### src/hw/bcp_defs.vh
`ifndef BCP_DEFS_VH
`define BCP_DEFS_VH
// ==========================================================================
// Clock and time base
`define BCP_CLK_MHZ      20
`define BCP_TICK_US      1000
`define BCP_PULSE_US     27
`define BCP_MSW          20
// ==========================================================================
// Durations in milliseconds
`define BCP_DQ_LOW_MS    20'h0_07D0
`define BCP_SLEEP_MAX_MS 20'h0_2AF8
`define BCP_SETTLE_MS    20'h0_03E8
`define BCP_CONV_MS      20'h0_006E
`define BCP_TEST_MS      20'h0_0037
`define BCP_HOLD_MS      20'h0_036B
`define BCP_DECAY_MS     20'h0_3345
`define BCP_BLANK_MS     20'h4_93E0
`define BCP_SUSTAIN_MS   20'h2_9040
`define BCP_CTR_MS       20'h0_DAC0
`define BCP_RATE_MS      20'h1_86A0
// ==========================================================================
// Voltage codes, 4.88 mV per step
`define BCP_V_LB         10'h267
`define BCP_V_CV_DEF     10'h35D
// ==========================================================================
// Temperature codes, 0.125 degC per step, two's complement
`define BCP_T_CL         11'sh000
`define BCP_T_CH         11'sh140
`define BCP_MAX_CHARGE_TEMP        11'sh190
`define BCP_T_5C         11'sh028
`define BCP_T_15C        11'sh078
// ==========================================================================
// Rise over one rate window, in temperature codes
`define BCP_RISE_LO      8'h04
`define BCP_RISE_MID     8'h06
`define BCP_RISE_HI      8'h08
`define BCP_AVG_SHIFT    3
// ==========================================================================
// Command codes
`define BCP_CMD_START    8'hB5
`define BCP_CMD_STOP     8'hBE
`define BCP_CMD_REFRESH  8'h63
// ==========================================================================
// Register word indices
`define BCP_REG_STATUS   4'h1
`define BCP_REG_CTR      4'h6
`define BCP_REG_CMD      4'h8
`define BCP_REG_VCV      4'h9
`define BCP_REG_STATE    4'hA
// ==========================================================================
// Status byte fields
`define BCP_ST_HI        7
`define BCP_ST_LO        6
`define BCP_ST_PERMIT    5
`define BCP_ST_AUTO      4
`define BCP_ST_CHEM      3
`define BCP_ST_RSV_MSB   2
`endif

### src/hw/bcp_rate.v
`include "bcp_defs.vh"
`default_nettype none
// ==========================================================================
// Averaged temperature rise detector
module bcp_rate #(
  parameter [`BCP_MSW-1:0] WIN_MS = `BCP_RATE_MS
) (
  // Clock and reset
  input  wire        i_mclk,
  input  wire        i_rst,
  // Timing and control
  input  wire        i_tick,
  input  wire        i_clear,
  // Measurements
  input  wire        i_meas,
  input  wire [10:0] i_temp,
  input  wire [7:0]  i_thr,
  // Result
  output reg         o_rate_high
);

  reg  signed [13:0]        avg;
  reg  signed [13:0]        prev;
  reg         [`BCP_MSW-1:0] win;
  wire signed [13:0]        tx8   = {i_temp, 3'b000};
  wire signed [14:0]        err   = {tx8[13], tx8} - {avg[13], avg};
  wire signed [14:0]        step  = err >>> `BCP_AVG_SHIFT;
  wire signed [14:0]        delta = {avg[13], avg} - {prev[13], prev};
  wire signed [14:0]        thr8  = {4'h0, i_thr, 3'b000};

  // Smoothing keeps single noisy conversions from tripping the detector.
  always @(posedge i_mclk or posedge i_rst) begin
    if (i_rst) begin
      avg         <= 14'sh0000;
      prev        <= 14'sh0000;
      win         <= {`BCP_MSW{1'b0}};
      o_rate_high <= 1'b0;
    end else if (i_clear) begin
      avg         <= tx8;
      prev        <= tx8;
      win         <= {`BCP_MSW{1'b0}};
      o_rate_high <= 1'b0;
    end else begin
      if (i_meas) begin
        avg <= avg + step[13:0];
      end
      if (i_tick) begin
        if (win == WIN_MS - 1'b1) begin
          win         <= {`BCP_MSW{1'b0}};
          prev        <= avg;
          o_rate_high <= (delta >= thr8);
        end else begin
          win <= win + 1'b1;
        end
      end
    end
  end

endmodule // bcp_rate
`default_nettype wire

### src/hw/bcp_tick.v
`include "bcp_defs.vh"
`default_nettype none
// ==========================================================================
// Millisecond enable divider
module bcp_tick #(
  parameter [15:0] TICK_CYC = 16'h4E20
) (
  // Clock and reset
  input  wire i_mclk,
  input  wire i_rst,
  // One-cycle enable once per period
  output reg  o_tick
);

  reg [15:0] cnt;

  // Free-running divider; every slow timer hangs off this enable.
  always @(posedge i_mclk or posedge i_rst) begin
    if (i_rst) begin
      cnt    <= 16'h0000;
      o_tick <= 1'b0;
    end else if (cnt == TICK_CYC - 16'h0001) begin
      cnt    <= 16'h0000;
      o_tick <= 1'b1;
    end else begin
      cnt    <= cnt + 16'h0001;
      o_tick <= 1'b0;
    end
  end

endmodule // bcp_tick
`default_nettype wire

### src/hw/bcp_top.v
// The Avalon-MM interface to the registers and the register addresses are this design's own decisions.
`include "bcp_defs.vh"
`default_nettype none
// ==========================================================================
// Battery charge and power-mode controller
module bcp_top #(
  parameter [15:0]          P_TICK_CYC    = `BCP_CLK_MHZ * `BCP_TICK_US,
  parameter [`BCP_MSW-1:0]  P_DQ_LOW_MS   = `BCP_DQ_LOW_MS,
  parameter [`BCP_MSW-1:0]  P_SETTLE_MS   = `BCP_SETTLE_MS,
  parameter [`BCP_MSW-1:0]  P_CONV_MS     = `BCP_CONV_MS,
  parameter [`BCP_MSW-1:0]  P_TEST_MS     = `BCP_TEST_MS,
  parameter [`BCP_MSW-1:0]  P_HOLD_MS     = `BCP_HOLD_MS,
  parameter [`BCP_MSW-1:0]  P_DECAY_MS    = `BCP_DECAY_MS,
  parameter [`BCP_MSW-1:0]  P_BLANK_MS    = `BCP_BLANK_MS,
  parameter [`BCP_MSW-1:0]  P_SUSTAIN_MS  = `BCP_SUSTAIN_MS,
  parameter [`BCP_MSW-1:0]  P_CTR_MS      = `BCP_CTR_MS,
  parameter [`BCP_MSW-1:0]  P_RATE_MS     = `BCP_RATE_MS
) (
  // Clock and reset
  input  wire        i_mclk,
  input  wire        i_rst,
  // Avalon-MM slave
  input  wire [3:0]  i_avs_address,
  input  wire        i_avs_read,
  input  wire        i_avs_write,
  input  wire [31:0] i_avs_writedata,
  input  wire [3:0]  i_avs_byteenable,
  output reg  [31:0] o_avs_readdata,
  output reg         o_avs_waitrequest,
  // Measurements and sense inputs
  input  wire        i_meas_strobe,
  input  wire [9:0]  i_volt,
  input  wire [10:0] i_temp,
  input  wire        i_charger_present,
  input  wire        i_dq,
  // Nonvolatile initialization bytes
  input  wire [7:0]  i_nv_status_init,
  input  wire [7:0]  i_nv_charge_time,
  // Charge gates and power mode
  output reg         o_fast_gate_n,
  output reg         o_trickle_gate_n,
  output reg         o_sleep
);

  // ========================================================================
  // State codes
  localparam [2:0] CH_IDLE  = 3'h0;
  localparam [2:0] CH_PEND  = 3'h1;
  localparam [2:0] CH_BULK  = 3'h2;
  localparam [2:0] CH_HOLD  = 3'h3;
  localparam [2:0] CH_DECAY = 3'h4;
  localparam [2:0] CH_NIMH  = 3'h5;
  localparam [1:0] PW_ACTIVE = 2'h0;
  localparam [1:0] PW_ENTER  = 2'h1;
  localparam [1:0] PW_SLEEP  = 2'h2;
  localparam [9:0] PULSE_CYC = `BCP_CLK_MHZ * `BCP_PULSE_US;

  // ========================================================================
  // Declarations
  wire               tick;
  wire               rate_high;
  reg                init_done;
  reg                sleep_permit;
  reg                charger_auto_start;
  reg                chemistry_select;
  reg                done_flag;
  reg  [7:0]         charge_time_counter;
  reg  [9:0]         charge_voltage_threshold;
  reg  [2:0]         chg_st;
  reg  [1:0]         pw_st;
  reg                chg_prev;
  reg  [7:0]         rise_thr;
  reg  [`BCP_MSW-1:0] dq_cnt;
  reg  [`BCP_MSW-1:0] settle_cnt;
  reg  [`BCP_MSW-1:0] conv_cnt;
  reg  [`BCP_MSW-1:0] test_cnt;
  reg  [`BCP_MSW-1:0] phase_cnt;
  reg  [`BCP_MSW-1:0] fast_ms;
  reg  [`BCP_MSW-1:0] sus_cnt;
  reg  [`BCP_MSW-1:0] ctr_ms;
  reg  [9:0]         pulse_cyc;
  reg  [31:0]        next_rdata;
  wire [7:0]         status_byte;

  // ========================================================================
  // Time base and rise detector
  bcp_tick #(
    .TICK_CYC (P_TICK_CYC)
  ) u_tick (
    .i_mclk (i_mclk),
    .i_rst  (i_rst),
    .o_tick (tick)
  );

  wire fast_start;
  wire asleep = (pw_st == PW_SLEEP);

  bcp_rate #(
    .WIN_MS (P_RATE_MS)
  ) u_rate (
    .i_mclk      (i_mclk),
    .i_rst       (i_rst),
    .i_tick      (tick),
    .i_clear     (fast_start),
    .i_meas      (i_meas_strobe & ~asleep),
    .i_temp      (i_temp),
    .i_thr       (rise_thr),
    .o_rate_high (rate_high)
  );

  // ========================================================================
  // Bus decode; a write lands on the edge that sees waitrequest low.
  wire       bus_wr  = i_avs_write & ~o_avs_waitrequest;
  wire       wr_lo   = bus_wr & i_avs_byteenable[0];
  wire [7:0] wbyte   = i_avs_writedata[7:0];
  wire       wr_stat = wr_lo & (i_avs_address == `BCP_REG_STATUS);
  wire       wr_ctr  = wr_lo & (i_avs_address == `BCP_REG_CTR);
  wire       wr_cmd  = wr_lo & (i_avs_address == `BCP_REG_CMD);
  wire       wr_vcv  = bus_wr & (i_avs_address == `BCP_REG_VCV);
  wire       cmd_start   = wr_cmd & (wbyte == `BCP_CMD_START);
  wire       cmd_stop    = wr_cmd & (wbyte == `BCP_CMD_STOP);
  wire       cmd_refresh = wr_cmd & (wbyte == `BCP_CMD_REFRESH);

  // ========================================================================
  // Conditions seen by one or both state machines
  wire signed [10:0] temp_s = i_temp;
  wire volt_low  = (i_volt < `BCP_V_LB);
  wire at_cv     = (i_volt >= charge_voltage_threshold);
  wire temp_ok   = (temp_s >= `BCP_T_CL) && (temp_s <= `BCP_T_CH);
  wire over_temp = (temp_s > `BCP_MAX_CHARGE_TEMP);
  wire conv_ok   = (conv_cnt == P_CONV_MS);
  wire chg_rise  = i_charger_present & ~chg_prev;
  wire long_low  = (dq_cnt > P_DQ_LOW_MS);
  wire fast      = (chg_st == CH_BULK) || (chg_st == CH_HOLD) ||
                   (chg_st == CH_DECAY) || (chg_st == CH_NIMH);
  wire gate_low  = fast && (chg_st != CH_DECAY);
  wire sleep_cond  = sleep_permit & long_low & (pw_st == PW_ACTIVE);
  wire sleep_abort = sleep_cond & ~charger_auto_start;
  wire initiate  = cmd_start | (chg_rise & charger_auto_start);
  wire start_ok  = i_charger_present & temp_ok & conv_ok &
                   ~volt_low;
  wire pend_drop = cmd_stop | sleep_abort | (pw_st == PW_ENTER);
  assign fast_start = (chg_st == CH_PEND) & ~pend_drop & start_ok;
  wire abort_fast = fast & (~i_charger_present | cmd_stop |
                            sleep_abort);
  wire li_done  = (chg_st == CH_DECAY) && (phase_cnt > P_DECAY_MS);
  wire ni_done  = (chg_st == CH_NIMH) &&
                  (sus_cnt >= P_SUSTAIN_MS);
  wire ctr_done = (charge_time_counter == 8'h00);
  wire terminate = fast & ~abort_fast &
                   (over_temp | ctr_done | li_done | ni_done);
  wire ctr_step  = tick & (ctr_ms == P_CTR_MS - 1'b1);

  // ========================================================================
  // Configuration bits. The reset cannot sample the nonvolatile byte, so it
  // is copied on the first clock after release instead.
  always @(posedge i_mclk or posedge i_rst) begin
    if (i_rst) begin
      init_done          <= 1'b0;
      sleep_permit       <= 1'b0;
      charger_auto_start <= 1'b0;
      chemistry_select   <= 1'b0;
    end else if (~init_done | cmd_refresh) begin
      init_done          <= 1'b1;
      sleep_permit       <= i_nv_status_init[`BCP_ST_PERMIT];
      charger_auto_start <= i_nv_status_init[`BCP_ST_AUTO];
      chemistry_select   <= i_nv_status_init[`BCP_ST_CHEM];
    end
  end

  // Done latch; a completion in the clearing cycle still sets it.
  always @(posedge i_mclk or posedge i_rst) begin
    if (i_rst) begin
      done_flag <= 1'b0;
    end else begin
      done_flag <= terminate | (done_flag & ~wr_stat);
    end
  end

  // Charge-voltage threshold, writable so one design serves either cell.
  always @(posedge i_mclk or posedge i_rst) begin
    if (i_rst) begin
      charge_voltage_threshold <= `BCP_V_CV_DEF;
    end else if (wr_vcv) begin
      if (i_avs_byteenable[0]) begin
        charge_voltage_threshold[7:0] <= wbyte;
      end
      if (i_avs_byteenable[1]) begin
        charge_voltage_threshold[9:8] <= i_avs_writedata[9:8];
      end
    end
  end

  // ========================================================================
  // Power-mode machine
  always @(posedge i_mclk or posedge i_rst) begin
    if (i_rst) begin
      pw_st      <= PW_ACTIVE;
      settle_cnt <= {`BCP_MSW{1'b0}};
      dq_cnt     <= {`BCP_MSW{1'b0}};
      conv_cnt   <= {`BCP_MSW{1'b0}};
      chg_prev   <= 1'b0;
      o_sleep    <= 1'b0;
    end else begin
      chg_prev <= i_charger_present;
      o_sleep  <= asleep;
      // The low-time counter saturates one past the limit.
      if (i_dq) begin
        dq_cnt <= {`BCP_MSW{1'b0}};
      end else if (tick && !long_low) begin
        dq_cnt <= dq_cnt + 1'b1;
      end
      // Conversions are trusted only after P_CONV_MS ms awake.
      if (asleep) begin
        conv_cnt <= {`BCP_MSW{1'b0}};
      end else if (tick && !conv_ok) begin
        conv_cnt <= conv_cnt + 1'b1;
      end
      case (pw_st)
        PW_ACTIVE: begin
          if (sleep_cond && (!charger_auto_start || !fast)) begin
            pw_st      <= PW_ENTER;
            settle_cnt <= {`BCP_MSW{1'b0}};
          end
        end
        PW_ENTER: begin
          if (i_dq) begin
            pw_st <= PW_ACTIVE;
          end else if (settle_cnt == P_SETTLE_MS) begin
            pw_st <= PW_SLEEP;
          end else if (tick) begin
            settle_cnt <= settle_cnt + 1'b1;
          end
        end
        PW_SLEEP: begin
          if (i_dq || (charger_auto_start && chg_rise)) begin
            pw_st  <= PW_ACTIVE;
            dq_cnt <= {`BCP_MSW{1'b0}};
          end
        end
        default: begin
          pw_st <= PW_ACTIVE;
        end
      endcase
    end
  end

  // ========================================================================
  // Charge machine
  always @(posedge i_mclk or posedge i_rst) begin
    if (i_rst) begin
      chg_st    <= CH_IDLE;
      phase_cnt <= {`BCP_MSW{1'b0}};
      fast_ms   <= {`BCP_MSW{1'b0}};
      sus_cnt   <= {`BCP_MSW{1'b0}};
      rise_thr  <= `BCP_RISE_HI;
    end else begin
      case (chg_st)
        CH_IDLE: begin
          if (initiate) begin
            chg_st <= CH_PEND;
          end
        end
        CH_PEND: begin
          if (pend_drop) begin
            chg_st <= CH_IDLE;
          end else if (fast_start) begin
            phase_cnt <= {`BCP_MSW{1'b0}};
            fast_ms   <= {`BCP_MSW{1'b0}};
            sus_cnt   <= {`BCP_MSW{1'b0}};
            chg_st    <= chemistry_select ? CH_NIMH : CH_BULK;
            if (temp_s < `BCP_T_5C) begin
              rise_thr <= `BCP_RISE_LO;
            end else if (temp_s < `BCP_T_15C) begin
              rise_thr <= `BCP_RISE_MID;
            end else begin
              rise_thr <= `BCP_RISE_HI;
            end
          end
        end
        CH_BULK: begin
          if (abort_fast || terminate) begin
            chg_st <= CH_IDLE;
          end else if (at_cv) begin
            chg_st    <= CH_HOLD;
            phase_cnt <= {`BCP_MSW{1'b0}};
          end
        end
        CH_HOLD: begin
          if (abort_fast || terminate) begin
            chg_st <= CH_IDLE;
          end else if (phase_cnt == P_HOLD_MS) begin
            chg_st    <= CH_DECAY;
            phase_cnt <= {`BCP_MSW{1'b0}};
          end else if (tick) begin
            phase_cnt <= phase_cnt + 1'b1;
          end
        end
        CH_DECAY: begin
          if (abort_fast || terminate) begin
            chg_st <= CH_IDLE;
          end else if (!at_cv) begin
            chg_st <= CH_BULK;
          end else if (tick) begin
            phase_cnt <= phase_cnt + 1'b1;
          end
        end
        CH_NIMH: begin
          if (abort_fast || terminate) begin
            chg_st <= CH_IDLE;
          end else if (tick) begin
            if (fast_ms < P_BLANK_MS) begin
              fast_ms <= fast_ms + 1'b1;
              sus_cnt <= {`BCP_MSW{1'b0}};
            end else if (rate_high) begin
              sus_cnt <= sus_cnt + 1'b1;
            end else begin
              sus_cnt <= {`BCP_MSW{1'b0}};
            end
          end
        end
        default: begin
          chg_st <= CH_IDLE;
        end
      endcase
    end
  end

  // ========================================================================
  // Charge timer; a host write wins over the load and the decrement.
  always @(posedge i_mclk or posedge i_rst) begin
    if (i_rst) begin
      charge_time_counter <= 8'h00;
      ctr_ms              <= {`BCP_MSW{1'b0}};
    end else begin
      if (!fast || ctr_step) begin
        ctr_ms <= {`BCP_MSW{1'b0}};
      end else if (tick) begin
        ctr_ms <= ctr_ms + 1'b1;
      end
      if (wr_ctr) begin
        charge_time_counter <= wbyte;
      end else if (fast_start) begin
        charge_time_counter <= i_nv_charge_time;
      end else if (fast && ctr_step && !ctr_done) begin
        charge_time_counter <= charge_time_counter - 8'h01;
      end
    end
  end

  // ========================================================================
  // Removal-test pulse on the fast gate.
  always @(posedge i_mclk or posedge i_rst) begin
    if (i_rst) begin
      test_cnt  <= {`BCP_MSW{1'b0}};
      pulse_cyc <= 10'h000;
    end else if (!fast) begin
      test_cnt  <= {`BCP_MSW{1'b0}};
      pulse_cyc <= 10'h000;
    end else begin
      if (pulse_cyc != 10'h000) begin
        pulse_cyc <= pulse_cyc - 10'h001;
      end
      if (tick) begin
        if (test_cnt == P_TEST_MS - 1'b1) begin
          test_cnt  <= {`BCP_MSW{1'b0}};
          pulse_cyc <= PULSE_CYC;
        end else begin
          test_cnt <= test_cnt + 1'b1;
        end
      end
    end
  end

  // ========================================================================
  // Gate outputs, both registered.
  always @(posedge i_mclk or posedge i_rst) begin
    if (i_rst) begin
      o_fast_gate_n    <= 1'b1;
      o_trickle_gate_n <= 1'b1;
    end else begin
      o_fast_gate_n    <= ~gate_low | (pulse_cyc != 10'h000) |
                          abort_fast | terminate;
      o_trickle_gate_n <= ~(i_charger_present & volt_low &
                            ~asleep);
    end
  end

  // ========================================================================
  // Status byte and read mux
  assign status_byte[`BCP_ST_HI]     = done_flag;
  assign status_byte[`BCP_ST_LO]     = done_flag | fast |
                                       ~o_trickle_gate_n;
  assign status_byte[`BCP_ST_PERMIT] = sleep_permit;
  assign status_byte[`BCP_ST_AUTO]   = charger_auto_start;
  assign status_byte[`BCP_ST_CHEM]   = chemistry_select;
  assign status_byte[`BCP_ST_RSV_MSB:0] = 3'h0;

  always @* begin
    case (i_avs_address)
      `BCP_REG_STATUS: next_rdata = {24'h00_0000, status_byte};
      `BCP_REG_CTR:    next_rdata = {24'h00_0000, charge_time_counter};
      `BCP_REG_VCV:    next_rdata = {22'h00_0000, charge_voltage_threshold};
      `BCP_REG_STATE:  next_rdata = {27'h000_0000, pw_st, chg_st};
      default:         next_rdata = 32'h0000_0000;
    endcase
  end

  // One wait cycle per access keeps read data on a flop.
  always @(posedge i_mclk or posedge i_rst) begin
    if (i_rst) begin
      o_avs_waitrequest <= 1'b1;
      o_avs_readdata    <= 32'h0000_0000;
    end else if ((i_avs_read | i_avs_write) & o_avs_waitrequest) begin
      o_avs_waitrequest <= 1'b0;
      o_avs_readdata    <= next_rdata;
    end else begin
      o_avs_waitrequest <= 1'b1;
    end
  end

endmodule // bcp_top
`default_nettype wire

### config.mk
export PLATFORM = sky130hd
export DESIGN_NAME = bcp_top
export DESIGN_NICKNAME = d
export VERILOG_FILES = /design/src/hw/bcp_rate.v /design/src/hw/bcp_tick.v /design/src/hw/bcp_top.v
export VERILOG_INCLUDE_DIRS = /design/src /design/src/hw
export SDC_FILE = /design/constraint.sdc
export NUM_CORES = 1
export LEC_CHECK = 0
export BUFFER_PORTS_ARGS = -buffer_cell sky130_fd_sc_hd__clkbuf_2
export CORE_MARGIN = 2
export CORE_UTILIZATION = 45
export CTS_CLUSTER_SIZE = 8
export DETAILED_ROUTE_END_ITERATION = 8
export GPL_ROUTABILITY_DRIVEN = 0
export PLACE_DENSITY = 0.59
export SLEW_MARGIN = 20
export SYNTH_ARGS = -nofsm -noshare
export SYNTH_HDL_FRONTEND = slang
export SYNTH_SLANG_ARGS = --single-unit
### constraint.sdc
create_clock -name i_mclk -period 13.4 [get_ports i_mclk]
set_input_delay 4.02 -clock i_mclk [delete_from_list [all_inputs] [get_ports i_mclk]]
set_output_delay 4.02 -clock i_mclk [all_outputs]
set_load 0.005 [all_outputs]
* After elaboration in Yosys (flattened, before gate mapping) *
Cells that the tools add are included.

word-level totals
  word-level logic and storage cells = 283
  input bits = 84
  register bits = 309

cells by class
  equality and inequality tests = 46
  $add $sub $neg = 15
  muxes and demuxes = 76
  magnitude comparators = 12
  reductions and logical operators = 45
  bitwise gates (word level) = 57

operators with widths
  operator                                                             count
  2-to-1 mux 20 bit                                                    34
  adder 20 x 1 -> 20 bit, second input constant                        9
  case mux 20 bit (2 select lines)                                     3
  case mux 20 bit (4 select lines)                                     1
  2-to-1 mux 14 bit                                                    5
  equality test 20 x 10 -> 1 bit, second input constant                2
  2-to-1 mux 10 bit                                                    4
  case mux 10 bit (4 select lines)                                     1
  2-to-1 mux 3 bit                                                     11
  subtractor 14 x 14 -> 15 bit                                         2
  bitwise AND 1 bit                                                    28
  2-to-1 mux 8 bit                                                     3
  inequality test 2 bit, second input constant                         11
  equality test 20 x 16 -> 1 bit, second input constant                1
  equality test 20 x 17 -> 1 bit, second input constant                1
  equality test 20 x 6 -> 1 bit, second input constant                 1
  equality test 20 x 7 -> 1 bit, second input constant                 1
  greater-or-equal comparator 20 x 18 -> 1 bit, second input constant  1
  greater-than comparator 20 x 11 -> 1 bit, second input constant      1
  greater-than comparator 20 x 14 -> 1 bit, second input constant      1
  less-than comparator 20 x 19 -> 1 bit, second input constant         1
  case mux 3 bit (6 select lines)                                      1
  adder 16 x 1 -> 16 bit, second input constant                        1
  equality test 16 x 15 -> 1 bit, second input constant                1
  other kinds (47)                                                     126

* Depth between registers and ports, before layout *
  depth after elaboration = 14
  mapped depth = 18
  depth with buffers taken out = 18

* By module *
From an unflattened synthesis, not the netlist that was laid out.

second synthesis, totals
  cell total of the unflattened synthesis = 1,893
  area, all modules = 16,898.7 um^2

modules (own cells, without submodules)
  module    cells an instance  instances  seq. area each (um^2)  area each (um^2)
  bcp_top   1,333              1          5,418.9                12,060.3
  bcp_rate  490                1          1,226.2                4,056.4
  bcp_tick  70                 1          425.4                  782.0

* Worst setup path after synthesis *
Ideal clock, no wire load.

  path type = input -> register
  from = input i_temp[0]
  to = register u_rate.avg[13]
  slack = 6,422 ps
  path buffers = 0
  arrival = 6,847 ps
  setup time = 130 ps
  cell stages on the path = 15
  data required time = 13,270 ps
  path through = ha_1 a2111oi_0 o31ai_1 o211ai_1 nand2b_1 xor2_1 ha_1 or2_2 a21oi_1 a21oi_1 a31oi_1 xor2_1 nor2_1 xnor2_1 a21oi_1

between the ends
  longest elaborated chain between the ends = 7
  elaborated cells on any way between the ends = 12
  those cells by class = 2 x add/sub; 2 x order compare; 2 x mux; 4 x bitwise; 2 x reduce/logical

ends and longest elaborated chain
  item                                                                  RTL line       source
  start, declared                                                       bcp_top.v:33   input wire [10:0] i_temp,
  branches (longest 7 deep; another with subtractor 14 x 14 -> 15 bit)  n/a
  end signal, assigned                                                  bcp_rate.v:39  avg <= tx8;
  end signal, assigned                                                  bcp_rate.v:45  avg <= avg + step[13:0];
  end, declared                                                         bcp_rate.v:22  reg signed [13:0] avg;

Several ways; the timed one is not identified. The select of a mux whose other input is x is not followed.
A chain may end at the register's enable or synchronous reset.

* Final worst setup path *
Ends and elaborated chain as after synthesis.

==> flow_metrics.env <==
export IMPL_status="finished clean"
export IMPL_ys_seq_elements=282
export IMPL_cp_end_kind="flip-flop"
export IMPL_cts_resized=0
export IMPL_synth_compound_area_share_pct=13.7
export IMPL_synthMuxAreaShare_pct=1.01
export IMPL_layout_drive_gt1_share_pct=8.32
export IMPL_stdcell_count=2428
export IMPL_area_growth_pct=11.3
export IMPL_synthCells=1873
export IMPL_drc=0
export IMPL_cap_violations=0
export IMPL_antenna_found_initial=4
export IMPL_yosys_most_used_dff="dfrtp_1"
export IMPL_ios=120
export IMPL_post_dp_hpwl_mm=27.4
export IMPL_drv_slew=0
export IMPL_cts_made_buffers=41
export IMPL_viasPerCell=5.58
export IMPL_cts_tree="built"
export IMPL_grt_ovfl_total=0
export IMPL_fp_dieW_microns=195
export IMPL_total_power_mw=2.91
export IMPL_grt_start_max_net_pins=144
export IMPL_worst_hold_path_endpoint="dq_cnt[11]$_DFF_PP0_"
export IMPL_syn_area_sq_mm=0.0165
export IMPL_whs_path_depth=1
export IMPL_totalWireLength_mm=39.4
export IMPL_tightest_slew_ns=1.01
export IMPL_wl_per_cell_microns=16.2
export IMPL_critical_path_required_ns=13.80
export IMPL_crit_type="in -> reg"
export IMPL_finClkSkew_ns=0.0257
export IMPL_synth_seq_area_share_pct=42.9
export IMPL_ant_nets=0
export IMPL_grt_pass1_vias=12800
export IMPL_r2r_end="u_rate.avg[13]$_DFFE_PP0P_"
export IMPL_grt_pass1_wl_mm=65.5
export IMPL_fill_cells=3420
export IMPL_fin_crit_ns=7.10
export IMPL_synth_edf_count=0
export IMPL_regArea_sq_mm=0.00707
export IMPL_synth_xor_area_share_pct=7.17
export IMPL_die_h_microns=195
export IMPL_track_usage_pct=20.9
export IMPL_rsz0062_at_grt="false"
export IMPL_hp_class="reg -> reg"
export IMPL_crit_path_top_delay_cell="a2111oi_0"
export IMPL_synth_top_family_by_area="simple AND/OR/NAND/NOR gates"
export IMPL_synthSimpleGateAreaFrac_pct=25.6
export IMPL_fmax_mhz=141
export IMPL_multi_input_area_sq_mm=0.00882
export IMPL_synthAdderAreaFrac_pct=5.51
export IMPL_htreeDepth=2
export IMPL_crit_path_start_kind="primary input"
export IMPL_hp_start="dq_cnt[11]$_DFF_PP0_"
export IMPL_critical_path_top_delay_family="compound AO/OA/AOI/OAI gates"
export IMPL_clk_path_buf_depth=3
export IMPL_synth_area_leaders="dfrtp_1, nor2_1, ha_1"
export IMPL_portBuffers=68
export IMPL_drtIter0Drc=968
export IMPL_critPathArrivalTime_ns=7.50
export IMPL_dieArea_sq_mm=0.0382
export IMPL_synth_top_area_share_pct=41.1
export IMPL_dp_cells=2361
export IMPL_r2r_start="u_rate.avg[3]$_DFFE_PP0P_"
export IMPL_syn_avg_cell_area_sq_um=8.80
export IMPL_clk_pin_slew_ns=0.05
export IMPL_synth_cell_types=77
export IMPL_cpMostUsedCell="a21oi_1"
export IMPL_setup_viol=0
export IMPL_nets=2094
export IMPL_cp_cell_sequence="clkbuf_2, ha_1, a2111oi_0, o31ai_1, o211ai_1, nand2b_1, xor2_1, ha_1, or2_2, a21oi_1, a21oi_1, a31oi_1, xor2_1, nor2_1, xnor2_1, a21oi_1"
export IMPL_p_leak_nw=8.06
export IMPL_fin_crit_sh_pct=53.0
export IMPL_clockRootBuffer="clkbuf_16"
export IMPL_clkSinkCount=282
export IMPL_clock_latency_ns=0.55
export IMPL_slew_headroom_pct=32.7
export IMPL_synth_most_common_cell="dfrtp_1"
export IMPL_power_density_mw_per_mm2=159
export IMPL_post_cts_buffers=0
export IMPL_synth_area_leader_cell="dfrtp_1"
export IMPL_drt_pass1_iter_count=5
export IMPL_critical_path_max_fanout=5
export IMPL_rows=70
export IMPL_async_flop_share_pct=100
export IMPL_core_area_sq_mm=0.0363
export IMPL_start_util_pct=45.3
export IMPL_rr_worst_depth=16
export IMPL_cts_hold_buf=0
export IMPL_hold_violations=0
export IMPL_peakVddDrop_mv=0.0935
export IMPL_tns_ns=0
export IMPL_vias=13500
export IMPL_reg2reg_slack_ns=9.44
export IMPL_yosysWarningCount=0
export IMPL_cp_buffers_inverters=1
export IMPL_critPathMaxStageDelay_ns=0.58
export IMPL_synthTopCellsByCount="dfrtp_1, nor2_1, nand2_1"
-- through the flow --
stage	area (sq um)	utilization (%)	worst slack, ns	hold slack (ns)
after floorplan	16600	-	1.62	0.437
after global placement	17200	47.3	5.77	0.458
after detailed placement	17200	47.3	5.78	0.464
after CTS	18300	50.3	6.34	0.474
after global routing	18300	50.5	5.98	0.487
final	18300	50.5	6.30	0.473
-- placed cells by master, fill, tap and decap left out, drive strengths merged, types with 9 or more instances in the layout --
cell and count:
nor3b 11, and3 45, dfstp 11, clkbuf 128, xor2 74, buf 11, mux2i 11, nor2 254
nand2b 26, a21o 16, and4 10, and2 23, or3 22, nor4 33, dfrtp 271, nand4 40
ha 71, nand3 83, a31oi 18, xnor2 61, conb 23, a21oi 91, nand2 167, nor4b 12
or4 9, nor3 62, o21ai 172, nor2b 16, inv 75, o31ai 13
-- worst register-to-register path, cell delays in order (launching register included) --
cell and delay [ns]:
dfrtp_1 0.44, inv_1 0.07, ha_1 0.32, a2111oi_0 0.58, o31ai_1 0.28, o211ai_1 0.31
nand2b_1 0.13, xor2_1 0.17, ha_1 0.33, or2_2 0.29, a21oi_1 0.15, a21oi_1 0.08
a31oi_1 0.23, xor2_1 0.18, nor2_1 0.07, xnor2_1 0.17, a21oi_1 0.05
-- area by class of cell --
cell class                 count  share of cell area, %
antenna                        2                 0.0273
sequential                   282                   38.5
timing repair buffer          79                   2.50
tap                          468                   3.19
multi-input combinational   1461                   48.1
clock inverter                 3                  0.123
inverter                      73                   1.53
clock buffer                  60                   5.98
-- layer usage --
metal,global-route usage [%],up-vias,share of wire (%)
li1,-,6712,-
met1,29.8,6507,48
met2,32.2,258,45
met3,3.68,60,4.4
met4,7.32,0,2.6
met5,0,-,0
-- kinds of logic (layout without fill, tap and decap cells) --
family	after synthesis	count (layout)
compound gates	378	378
xor+xnor	135	135
fa+ha+maj	72	72
buf+inv	151	215
flops	282	282
mux	16	16
other cells	2	25
simple gates	837	837
-- sequential cells by signal, summed over array words and instances (netlist names), 2 cells and up --
register and count:
pulse_cyc 10, phase_cnt 20, test_cnt 20, u_rate.prev 14, u_tick.cnt 16, settle_cnt 20, chg_st 3, dq_cnt 20
ctr_ms 20, fast_ms 20, rise_thr 3, u_rate.avg 14, charge_voltage_threshold 10, sus_cnt 20, charge_time_counter 8, u_rate.win 20
conv_cnt 20, pw_st 2, o_avs_readdata 10
-- worst max-delay path by stage --
| stage | from | endpoint | slack [ns] | cells past startpoint |
|---|---|---|---|---|
| after CTS | i_temp[0] | u_rate.avg[13]$_DFFE_PP0P_ | 6.34 | 16 |
| after global placement | i_temp[0] | u_rate.avg[13]$_DFFE_PP0P_ | 5.77 | 16 |
| final | i_temp[0] | u_rate.avg[13]$_DFFE_PP0P_ | 6.30 | 16 |
| after detailed placement | i_temp[0] | u_rate.avg[13]$_DFFE_PP0P_ | 5.78 | 16 |
| after global routing | i_temp[0] | u_rate.avg[13]$_DFFE_PP0P_ | 5.98 | 17 |
| after floorplan | i_rst | charge_time_counter[0]$_DFFE_PP0P_ | 1.62 | 1 |
-- power by group --
part | switching [mW] | leakage (nW) | internal [mW]
clock network | 0.366 | 0.541 | 0.558
registers | 0.0711 | 3.69 | 0.906
logic | 0.592 | 3.83 | 0.417
total | 1.03 | 8.06 | 1.88
(Power assumes the default switching activity.)
